===== config.mk =====
export PLATFORM = sky130hd
export DESIGN_NAME = ipa_irq_aggregator
export DESIGN_NICKNAME = d
export VERILOG_FILES = /design/src/design/ipa_pkg.sv /design/src/design/ipa_irq_aggregator.sv
export SDC_FILE = /design/constraint.sdc
export NUM_CORES = 1
export LEC_CHECK = 0
export BUFFER_PORTS_ARGS = -buffer_cell sky130_fd_sc_hd__buf_2
export CORE_ASPECT_RATIO = 1.1
export CORE_MARGIN = 2
export CORE_UTILIZATION = 36
export DETAILED_ROUTE_END_ITERATION = 6
export GPL_TIMING_DRIVEN = 0
export PLACE_DENSITY = 0.59
export SETUP_SLACK_MARGIN = 0.05
export SLEW_MARGIN = 25
export SYNTH_ARGS = -nofsm -noshare
export SYNTH_HDL_FRONTEND = slang
export SYNTH_SLANG_ARGS = --single-unit

===== constraint.sdc =====
create_clock -name pclk -period 7.31 [get_ports pclk]
set_clock_uncertainty 0.05 [all_clocks]
set_input_delay 0.3655 -clock pclk [delete_from_list [all_inputs] [get_ports pclk]]
set_output_delay 0.3655 -clock pclk [all_outputs]
set_load 0.005 [all_outputs]

===== src/design/ipa_pkg.sv =====
// Package for the interrupt pin aggregator: register map, fields, reset values, timing
package ipa_pkg;

   // Register byte offsets
   localparam logic [7:0] CFG_OFS = 8'h54;
   localparam logic [7:0] STS_OFS = 8'h58;
   localparam logic [7:0] EN_OFS = 8'h5C;

   // Configuration register fields
   localparam int INTERVAL_LSB = 24;
   localparam int RESTART_BIT = 14;
   localparam int ACTIVE_BIT = 13;
   localparam int MASTER_BIT = 12;
   localparam int OUT_EN_BIT = 8;
   localparam int POL_BIT = 4;
   localparam int CLK_SEL_BIT = 1;
   localparam int TYPE_BIT = 0;

   // Status / enable bit positions (same layout for both)
   localparam int SOFT_BIT = 31;
   localparam int READY_BIT = 30;
   localparam int PHY_B_BIT = 27;
   localparam int PHY_A_BIT = 26;
   localparam int TIMER_BIT = 19;
   localparam int POWER_BIT = 17;
   localparam int CORE_BIT = 0;

   // Implemented bits; all others read zero
   localparam logic [31:0] SRC_MASK = 32'hCC0A0001;
   localparam logic [31:0] W1C_MASK = 32'hC00A0000;

   // Reset values
   localparam logic [7:0] INTERVAL_RST = 8'h00;
   localparam logic [31:0] EN_RST = 32'h00000000;

   // Interval step timing
   localparam int STEP_NS = 10000;
   localparam int CLK_PERIOD_NS = 4;
   localparam int STEP_CYCLES = STEP_NS / CLK_PERIOD_NS;

   // Inputs from the surrounding sources
   typedef struct packed {
      logic phy_a_event;
      logic phy_b_event;
      logic core_event;
      logic timer_wrap;
      logic power_event;
      logic power_flags_clear;
      logic device_ready;
   } ipa_src_t;

   // Pin drive pair: level and output enable
   typedef struct packed {
      logic o;
      logic oe;
   } ipa_pin_t;

endpackage


===== src/design/ipa_irq_aggregator.sv =====
// Interrupt aggregation with de-assertion interval timer and APB register access
`timescale 1ns/1ns

module ipa_irq_aggregator #(
   parameter int STEP_CYCLES = ipa_pkg::STEP_CYCLES
) (
   input wire logic pclk,
   input wire logic presetn,
   input wire logic soft_reset,
   input wire logic crystal_clk,
   input wire logic psel,
   input wire logic penable,
   input wire logic pwrite,
   input wire logic [7:0] paddr,
   input wire logic [31:0] pwdata,
   output logic [31:0] prdata,
   output logic pready,
   output logic pslverr,
   input wire ipa_pkg::ipa_src_t src,
   output ipa_pkg::ipa_pin_t irq_pin
);

   ////////////////////////////////////////////////////////////////////////////
   // Bus decode
   typedef enum {
      SEL_NONE,
      SEL_CFG,
      SEL_STS,
      SEL_EN
   } ipa_sel_t;

   // One decoder for both the write strobes and the read mux, so they never disagree
   function automatic ipa_sel_t reg_sel(input logic [7:0] addr);
      case (addr)
         ipa_pkg::CFG_OFS: begin
            reg_sel = SEL_CFG;
         end
         ipa_pkg::STS_OFS: begin
            reg_sel = SEL_STS;
         end
         ipa_pkg::EN_OFS: begin
            reg_sel = SEL_EN;
         end
         default: begin
            reg_sel = SEL_NONE;
         end
      endcase
   endfunction

   logic wr_acc;
   logic rd_acc;
   logic hit_cfg;
   logic hit_sts;
   logic hit_en;
   ipa_sel_t sel;
   assign sel = reg_sel(paddr);
   assign wr_acc = psel && penable && pwrite;
   assign rd_acc = psel && penable && !pwrite;
   assign hit_cfg = (sel == SEL_CFG);
   assign hit_sts = (sel == SEL_STS);
   assign hit_en = (sel == SEL_EN);
   assign pready = 1'b1;
   // Unmapped addresses answer with an error and read zero
   assign pslverr = psel && penable && !(hit_cfg || hit_sts || hit_en);

   ////////////////////////////////////////////////////////////////////////////
   // Configuration
   logic [7:0] interval_len_r;
   logic out_en_r;
   logic clk_sel_r;
   logic pin_polarity_r;
   logic push_pull_r;
   logic restart_pulse;
   logic interval_zero_wr;
   assign restart_pulse = wr_acc && hit_cfg && pwdata[ipa_pkg::RESTART_BIT];
   assign interval_zero_wr = wr_acc && hit_cfg
      && (pwdata[31:ipa_pkg::INTERVAL_LSB] == 8'h00);

   always_ff @(posedge pclk or negedge presetn) begin
      if (!presetn) begin
         interval_len_r <= ipa_pkg::INTERVAL_RST;
         out_en_r <= 1'b0;
         clk_sel_r <= 1'b0;
      end else if (soft_reset) begin
         interval_len_r <= ipa_pkg::INTERVAL_RST;
         out_en_r <= 1'b0;
         clk_sel_r <= 1'b0;
      end else if (wr_acc && hit_cfg) begin
         interval_len_r <= pwdata[31:ipa_pkg::INTERVAL_LSB];
         out_en_r <= pwdata[ipa_pkg::OUT_EN_BIT];
         clk_sel_r <= pwdata[ipa_pkg::CLK_SEL_BIT];
      end
   end

   // Kept over soft reset: only the hard reset clears these
   always_ff @(posedge pclk or negedge presetn) begin
      if (!presetn) begin
         pin_polarity_r <= 1'b0;
         push_pull_r <= 1'b0;
      end else if (wr_acc && hit_cfg) begin
         pin_polarity_r <= pwdata[ipa_pkg::POL_BIT];
         push_pull_r <= pwdata[ipa_pkg::TYPE_BIT];
      end
   end

   ////////////////////////////////////////////////////////////////////////////
   // Enables and status
   logic [31:0] enable_r;
   logic [31:0] status_r;
   logic soft_trig_d_r;
   logic ready_seen_r;
   logic [31:0] w1c;
   logic [31:0] set_ev;
   logic [31:0] status_nxt;
   assign w1c = (wr_acc && hit_sts) ? (pwdata & ipa_pkg::W1C_MASK) : 32'h00000000;

   always_ff @(posedge pclk or negedge presetn) begin
      if (!presetn) begin
         enable_r <= ipa_pkg::EN_RST;
      end else if (soft_reset) begin
         enable_r <= ipa_pkg::EN_RST;
      end else if (wr_acc && hit_en) begin
         enable_r <= pwdata & ipa_pkg::SRC_MASK;
      end
   end

   always_ff @(posedge pclk or negedge presetn) begin
      if (!presetn) begin
         soft_trig_d_r <= 1'b0;
         ready_seen_r <= 1'b0;
      end else begin
         soft_trig_d_r <= enable_r[ipa_pkg::SOFT_BIT];
         // Ready is raised once per reset, on the first cycle the device is accessible
         if (soft_reset) begin
            ready_seen_r <= 1'b0;
         end else if (src.device_ready) begin
            ready_seen_r <= 1'b1;
         end
      end
   end

   always_comb begin
      set_ev = 32'h00000000;
      // Rising edge of the trigger, never its level
      set_ev[ipa_pkg::SOFT_BIT] = enable_r[ipa_pkg::SOFT_BIT] && !soft_trig_d_r;
      set_ev[ipa_pkg::READY_BIT] = src.device_ready && !ready_seen_r;
      set_ev[ipa_pkg::TIMER_BIT] = src.timer_wrap;
      set_ev[ipa_pkg::POWER_BIT] = src.power_event;
      status_nxt = (status_r & ~w1c) | set_ev; // set wins over clear
      // Power flag refuses the clear while unmasked power flags remain
      if (!src.power_flags_clear && status_r[ipa_pkg::POWER_BIT]) begin
         status_nxt[ipa_pkg::POWER_BIT] = 1'b1;
      end
      // Mirrored bits follow their sources directly
      status_nxt[ipa_pkg::PHY_B_BIT] = src.phy_b_event;
      status_nxt[ipa_pkg::PHY_A_BIT] = src.phy_a_event;
      status_nxt[ipa_pkg::CORE_BIT] = src.core_event;
   end

   always_ff @(posedge pclk or negedge presetn) begin
      if (!presetn) begin
         status_r <= 32'h00000000;
      end else if (soft_reset) begin
         status_r <= 32'h00000000;
      end else begin
         status_r <= status_nxt & ipa_pkg::SRC_MASK;
      end
   end

   ////////////////////////////////////////////////////////////////////////////
   // Combined request and interval gating
   logic master_req_r;
   logic [31:0] gated_src;
   assign gated_src = status_r & enable_r & ~(32'h1 << ipa_pkg::POWER_BIT);

   always_ff @(posedge pclk or negedge presetn) begin
      if (!presetn) begin
         master_req_r <= 1'b0;
      end else begin
         master_req_r <= |(status_r & enable_r);
      end
   end

   logic interval_active_r;
   logic [7:0] step_cnt_r;
   logic [$clog2(STEP_CYCLES+1)-1:0] tick_cnt_r;
   logic pin_asserted_r;
   logic gated_req;
   logic power_req;
   logic pin_level;
   logic deassert_edge;
   logic tick;
   assign gated_req = (|gated_src) && !interval_active_r;
   assign power_req = status_r[ipa_pkg::POWER_BIT] && enable_r[ipa_pkg::POWER_BIT];
   // Power request is merged after gating
   assign pin_level = out_en_r && (gated_req || power_req);
   // A deassertion starts an interval only when no power request is pending
   assign deassert_edge = pin_asserted_r && !pin_level && !power_req;
   assign tick = (tick_cnt_r == ($bits(tick_cnt_r))'(STEP_CYCLES - 1));

   always_ff @(posedge pclk or negedge presetn) begin
      if (!presetn) begin
         pin_asserted_r <= 1'b0;
      end else begin
         pin_asserted_r <= pin_level;
      end
   end

   always_ff @(posedge pclk or negedge presetn) begin
      if (!presetn) begin
         interval_active_r <= 1'b0;
         step_cnt_r <= 8'h00;
         tick_cnt_r <= '0;
      end else if (soft_reset || interval_zero_wr) begin
         interval_active_r <= 1'b0;
         step_cnt_r <= 8'h00;
         tick_cnt_r <= '0;
      end else if ((restart_pulse || deassert_edge) && interval_len_r != 8'h00) begin
         interval_active_r <= 1'b1;
         step_cnt_r <= 8'h00;
         tick_cnt_r <= '0;
      end else if (interval_active_r) begin
         tick_cnt_r <= tick ? '0 : tick_cnt_r + 1'b1;
         if (tick) begin
            if (step_cnt_r + 8'h01 >= interval_len_r) begin
               interval_active_r <= 1'b0;
               step_cnt_r <= 8'h00;
            end else begin
               step_cnt_r <= step_cnt_r + 8'h01;
            end
         end
      end
   end

   ////////////////////////////////////////////////////////////////////////////
   // Pin driver
   always_comb begin
      if (clk_sel_r) begin
         irq_pin.o = crystal_clk;
         irq_pin.oe = 1'b1;
      end else if (push_pull_r) begin
         irq_pin.o = pin_polarity_r ? pin_level : !pin_level;
         irq_pin.oe = 1'b1;
      end else begin
         irq_pin.o = 1'b0;
         irq_pin.oe = pin_level;
      end
   end

   ////////////////////////////////////////////////////////////////////////////
   // Read data
   logic [31:0] cfg_view;
   always_comb begin
      cfg_view = 32'h00000000;
      cfg_view[31:ipa_pkg::INTERVAL_LSB] = interval_len_r;
      cfg_view[ipa_pkg::ACTIVE_BIT] = interval_active_r;
      cfg_view[ipa_pkg::MASTER_BIT] = master_req_r;
      cfg_view[ipa_pkg::OUT_EN_BIT] = out_en_r;
      cfg_view[ipa_pkg::POL_BIT] = pin_polarity_r;
      cfg_view[ipa_pkg::CLK_SEL_BIT] = clk_sel_r;
      cfg_view[ipa_pkg::TYPE_BIT] = push_pull_r;
   end

   always_ff @(posedge pclk or negedge presetn) begin
      if (!presetn) begin
         prdata <= 32'h00000000;
      end else if (psel && !penable && !pwrite) begin
         // Captured in setup so data stands through the access cycle
         case (reg_sel(paddr))
            SEL_CFG: begin
               prdata <= cfg_view;
            end
            SEL_STS: begin
               prdata <= status_r;
            end
            SEL_EN: begin
               prdata <= enable_r;
            end
            default: begin
               prdata <= 32'h00000000;
            end
         endcase
      end
   end

endmodule // ipa_irq_aggregator


### Word-level counts from Yosys, hierarchy flattened

Cells that the tools add are included.

| storage, ports and cells | value |
|---|---|
| register bits after elaboration | 133 |
| word-level logic and storage cells | 108 |

| cells by class | value |
|---|---|
| reductions and logical operators | 43 |
| $lt $le $gt $ge | 1 |
| add/sub/neg operators | 2 |
| mux-type cells | 33 |
| eq/ne operators | 10 |
| bitwise gates (word level) | 4 |

Operator list:

| operator | count |
|---|---|
| 32-bit 2-to-1 mux | 5 |
| 32-bit by 2-bit == test with 1-bit output, second input constant | 3 |
| 32-bit case mux with 3 select lines | 1 |
| 32-bit AND | 2 |
| 32-bit by 3-bit == test with 1-bit output, second input constant | 2 |
| 8-bit 2-to-1 mux | 7 |
| 12-bit 2-to-1 mux | 4 |
| 32-bit by 1-bit == test with 1-bit output, second input constant | 1 |
| 32-bit inverter | 1 |
| 32-bit OR | 1 |
| 32-bit OR reduction | 1 |
| 31-bit OR reduction | 1 |
| 8-bit by 7-bit == test with 1-bit output, second input constant | 3 |
| 1-bit logical AND | 19 |
| 1-bit 2-to-1 mux | 13 |
| 12-bit by 1-bit adder with 12-bit output, second input constant | 1 |
| 12-bit == test, second input constant | 1 |
| 1-bit zero test | 9 |
| 8-bit by 1-bit adder with 8-bit output, second input constant | 1 |
| 8-bit greater-or-equal comparator | 1 |
| 8-bit zero test | 1 |
| 8-bit nonzero test | 1 |
| 2-bit case mux with 3 select lines | 1 |
| 2-bit nonzero test | 3 |
| other kinds (4) | 10 |

### Longest topological paths before layout

| depth | value |
|---|---|
| word-level depth | 12 |
| mapped depth | 10 |

### Least setup slack after synthesis

OpenSTA, ideal clock, no wires.

| timing path | value |
|---|---|
| path type | register to register |
| start point | reg step_cnt_r[2] |
| end point | reg step_cnt_r[0] |
| path buffers | 0 |
| required time | 7.181 ns |
| setup time | 0.079 ns |
| cell stages (with the launch flop) | 11 |
| period minus slack after synthesis | 2.517 ns |
| setup slack | 4.793 ns |
| data arrival time | 2.388 ns |
| path through | dfrtp_1 > and3_1 > nand3_1 > nor2_1 > xnor2_1 > inv_1 > ha_1 > and4_1 > a221oi_1 > nand4_2 > o21ai_1 |

| on the way | value |
|---|---|
| longest elaborated chain between the ends | 7 |

RTL lines:

| what | RTL line | RTL |
|---|---|---|
| start: declaration | ipa_irq_aggregator.sv:185 | `logic [7:0] step_cnt_r;` |
| start signal: assignment | ipa_irq_aggregator.sv:229 | `step_cnt_r <= step_cnt_r + 8'h01;` |
| 8-bit by 1-bit adder with 8-bit output | ipa_irq_aggregator.sv:225 | `if (step_cnt_r + 8'h01 >= interval_len_r) begin` |
| 8-bit greater-or-equal comparator | ipa_irq_aggregator.sv:225 |  |
| 8-bit 2-to-1 mux | ipa_irq_aggregator.sv:225 |  |
| 8-bit 2-to-1 mux | ipa_irq_aggregator.sv:224 | `if (tick) begin` |
| 8-bit 2-to-1 mux | ipa_irq_aggregator.sv:222 | `end else if (interval_active_r) begin` |
| 8-bit 2-to-1 mux | ipa_irq_aggregator.sv:218 | `end else if ((restart_pulse \|\| deassert_edge) && interval_len_r != 8'h00) begin` |
| 8-bit 2-to-1 mux | ipa_irq_aggregator.sv:214 | `end else if (soft_reset \|\| interval_zero_wr) begin` |

Every way passes these cells. The select of a mux whose other input is x is not followed.
A chain may end at the register's enable or synchronous reset.

### Worst setup path in the final report

| timing path | value |
|---|---|
| start point | reg step_cnt_r[2] |
| end point | reg step_cnt_r[1] |

The elaborated chain is that of the path after synthesis.

==> reports/results.ini <==
[min_path]
hp-class=input port to flip-flop

[yosys]
synth_area_leader_cell=dfrtp_1
yosys_register_bits=67
avgSynthCellArea_um2=9.35
yosys_warnings=0
synth-edff-count=0
synth.area.top_cells=dfrtp_1, mux2i_1, nand2_1
ys_seq_area_share_pct=46.2
syn_area_um2=3630
synthArstFlopShare_pct=100
ys.flop_type=dfrtp_1
synth_top_area_share_pct=46.2
syn_inst=388
synth.distinct_cells=53

[power_and_ir_drop]
p_per_area_nw_per_um2=173
p_seq_share_pct=49.7
swShare_pct=22.0
clkPwrFrac_pct=43.5
power.internal_uw=589
switchingPower_uw=166
vdd_drop_max_uv=102
p_leak_nw=2.14
p_comb_share_pct=6.8

[sta]
fin_crit_sh_pct=42.6
worst_slew_pin_slew_ns=0.779
drv_slew=0
rsz0062_at_grt=no
fin_setup_tns_ns=0
setup_viol=0
fin_ws_ns=4.19
fmax_mhz=321
period_needed_ns=3.12
relSlewSlack_pct=48.1
hold_viol=0

[final_layout]
fin_util_pct=44.2
nets=532
final_cell_mix=dfrtp_1, nand2_1, buf_2, nor2_1, a21oi_1
drive_above_1_share_pct=21.0
final_common_cell=dfrtp_1
antenna_cells=0
layout.cells.non_filler=592
area_growth_pct=20.0

[placement]
place.gp.congestion=0.775
dpl.hpwl_um=6580
dp_slack_ns=4.20
dp_cells=576
numPortBuffers=52

[floorplanning]
die_h_um=109
die_w_um=99.7
ios=90
num_rows=38
die-area_um2=10900
start_util_pct=36.9
core_um2=9840

[clocking]
cts.sinks=67
cts_tree=done
cts_inserted_buffers=9
htree_levels=3
cts_buffer_depth=2
cts_setup_buffers=0
clk_pin_slew_ns=0.07
clockRootBuffer=clkbuf_8
clk_latency_ns=0.34

[setup_path]
worstPathArrival_ns=3.32
rrSetupSlack_ns=4.19
endpoint_kind=flip-flop
crit_type=flip-flop to flip-flop
path_cells=and3_1, nand3_1, nor2_1, xnor2_1, inv_1, ha_1, and4_1, a221oi_1, nand4_2, o21ai_1
reg2regPathDepth=10
r2r-start=step_cnt_r[2]
cp_max_fo=6
startpoint_type=flip-flop
cp-endpoint=step_cnt_r[1]
worst_path_max_delay_cell=a221oi_1
crit_path_start=step_cnt_r[2]
worst-path-stages=10
rr_endpoint=step_cnt_r[1]
crit_path_max_incr_delay_ns=0.70
cp.required_ns=7.51
cp_top_family=simple AND/OR/NAND/NOR gates
cp_num_buf_inv=1

[drt]
antenna_left=0
via_count=3061
avgRoutedWirePerCell_um=14.6
drc=0
finalWirelength_um=8660
dr.pass1.iters=4
via_per_inst=5.17
drtIter0Drc=112

[grt]
grt.total_usage_pct=17.1
grt_max_degree=48
grt_pass1_wl_um=14700
antenna_found_initial=0
grt_pass1_vias=2975
grt_overflow_total=0

[run_status]
status=finished clean

[run]
maxCapViolations=0

-- cell usage after synthesis, drive strengths merged (2+ instances only) --
| library cell | instances |
|---|---|
| a211oi | 3 |
| a21o | 2 |
| a21oi | 26 |
| a22o | 9 |
| a31oi | 2 |
| and3 | 6 |
| and4 | 2 |
| buf | 21 |
| clkbuf | 12 |
| conb | 2 |
| dfrtp | 67 |
| ha | 10 |
| inv | 15 |
| mux2i | 20 |
| nand2 | 53 |
| nand3 | 24 |
| nand3b | 6 |
| nand4 | 7 |
| nor2 | 31 |
| nor2b | 6 |
| nor3 | 8 |
| nor4 | 2 |
| o2111ai | 2 |
| o21ai | 20 |
| o31ai | 2 |
| or3 | 4 |
| or4 | 4 |
| xnor2 | 5 |
| xor2 | 2 |
-- registers in the layout, summed over array words and instances (netlist names) --
register,count
push_pull_r,1
ready_seen_r,1
interval_active_r,1
master_req_r,1
prdata,16
clk_sel_r,1
interval_len_r,8
soft_trig_d_r,1
step_cnt_r,8
pin_polarity_r,1
pin_asserted_r,1
out_en_r,1
status_r,7
tick_cnt_r,12
enable_r,7
-- how the worst min path moves through the flow --
stage,start,to,slack [ns],cells past startpoint
after global routing,src[4],status_r[0],0.18,2
after global placement,master_req_r,prdata[12],0.40,1
after floorplan,presetn,clk_sel_r,0.02,0
after detailed placement,presetn,prdata[4],0.23,1
after CTS,src[3],status_r[19],0.18,3
final,src[3],status_r[19],0.19,3
-- power by group through the flow --
stage          sequential (mW)  clock [mW]  combinational (mW)
2_1_floorplan            0.382           0              0.0254
4_1_cts                  0.375       0.337              0.0518
3_5_place_dp             0.382           0              0.0513
5_1_grt                  0.375       0.353              0.0585
3_3_place_gp             0.382           0              0.0488
6_report                 0.375       0.328              0.0513
-- final cells by class --
cell class	count	area, µm²
Sequential cell	67	1680
Inverter	15	56.3
Fill cell	986	5490
Clock inverter	1	30.0
Multi-Input combinational cell	288	1750
Buffer	33	210
Clock buffer	14	183
Timing Repair Buffer	54	300
Tap cell	120	150
-- per-stage QoR --
step / total power, mW / hold slack (ns) / instance area, µm²
detailed placement: 0.433 / 0.228 / 4130
finish: 0.755 / 0.193 / 4350
CTS: 0.763 / 0.181 / 4350
global route: 0.787 / 0.184 / 4350
floorplan: 0.407 / 0.0199 / 3680
global placement: 0.431 / 0.397 / 4100
-- tightest hold or removal path: stages --
cell	delay [ns]
buf_2	0.07
a21oi_1	0.03
nor2_1	0.07
-- metal layers --
metal	share of wire [%]	GRT usage, %	up-vias
li1	-	-	1507
met5	0	0	-
met4	1.7	4.89	0
met3	3.8	4.83	14
met1	46	22.2	1469
met2	49	28.0	71
-- timing repair --
item | CTS | global route
hold buffers | 1 | 0
gates resized for setup | 0 | 0
hold endpoints to repair | 20 | 0
-- kinds of logic after synthesis --
group | share of synthesized area [%]
flip-flops | 46.2
adder cells (fa/ha/maj) | 3.45
AO/OA/AOI/OAI | 13.4
XOR/XNOR | 1.69
multiplexers | 5.52
buffers and inverters | 7.34
other | 0.207
AND/OR/NAND/NOR | 22.2
Note: power is estimated with default switching activity, not from simulation.
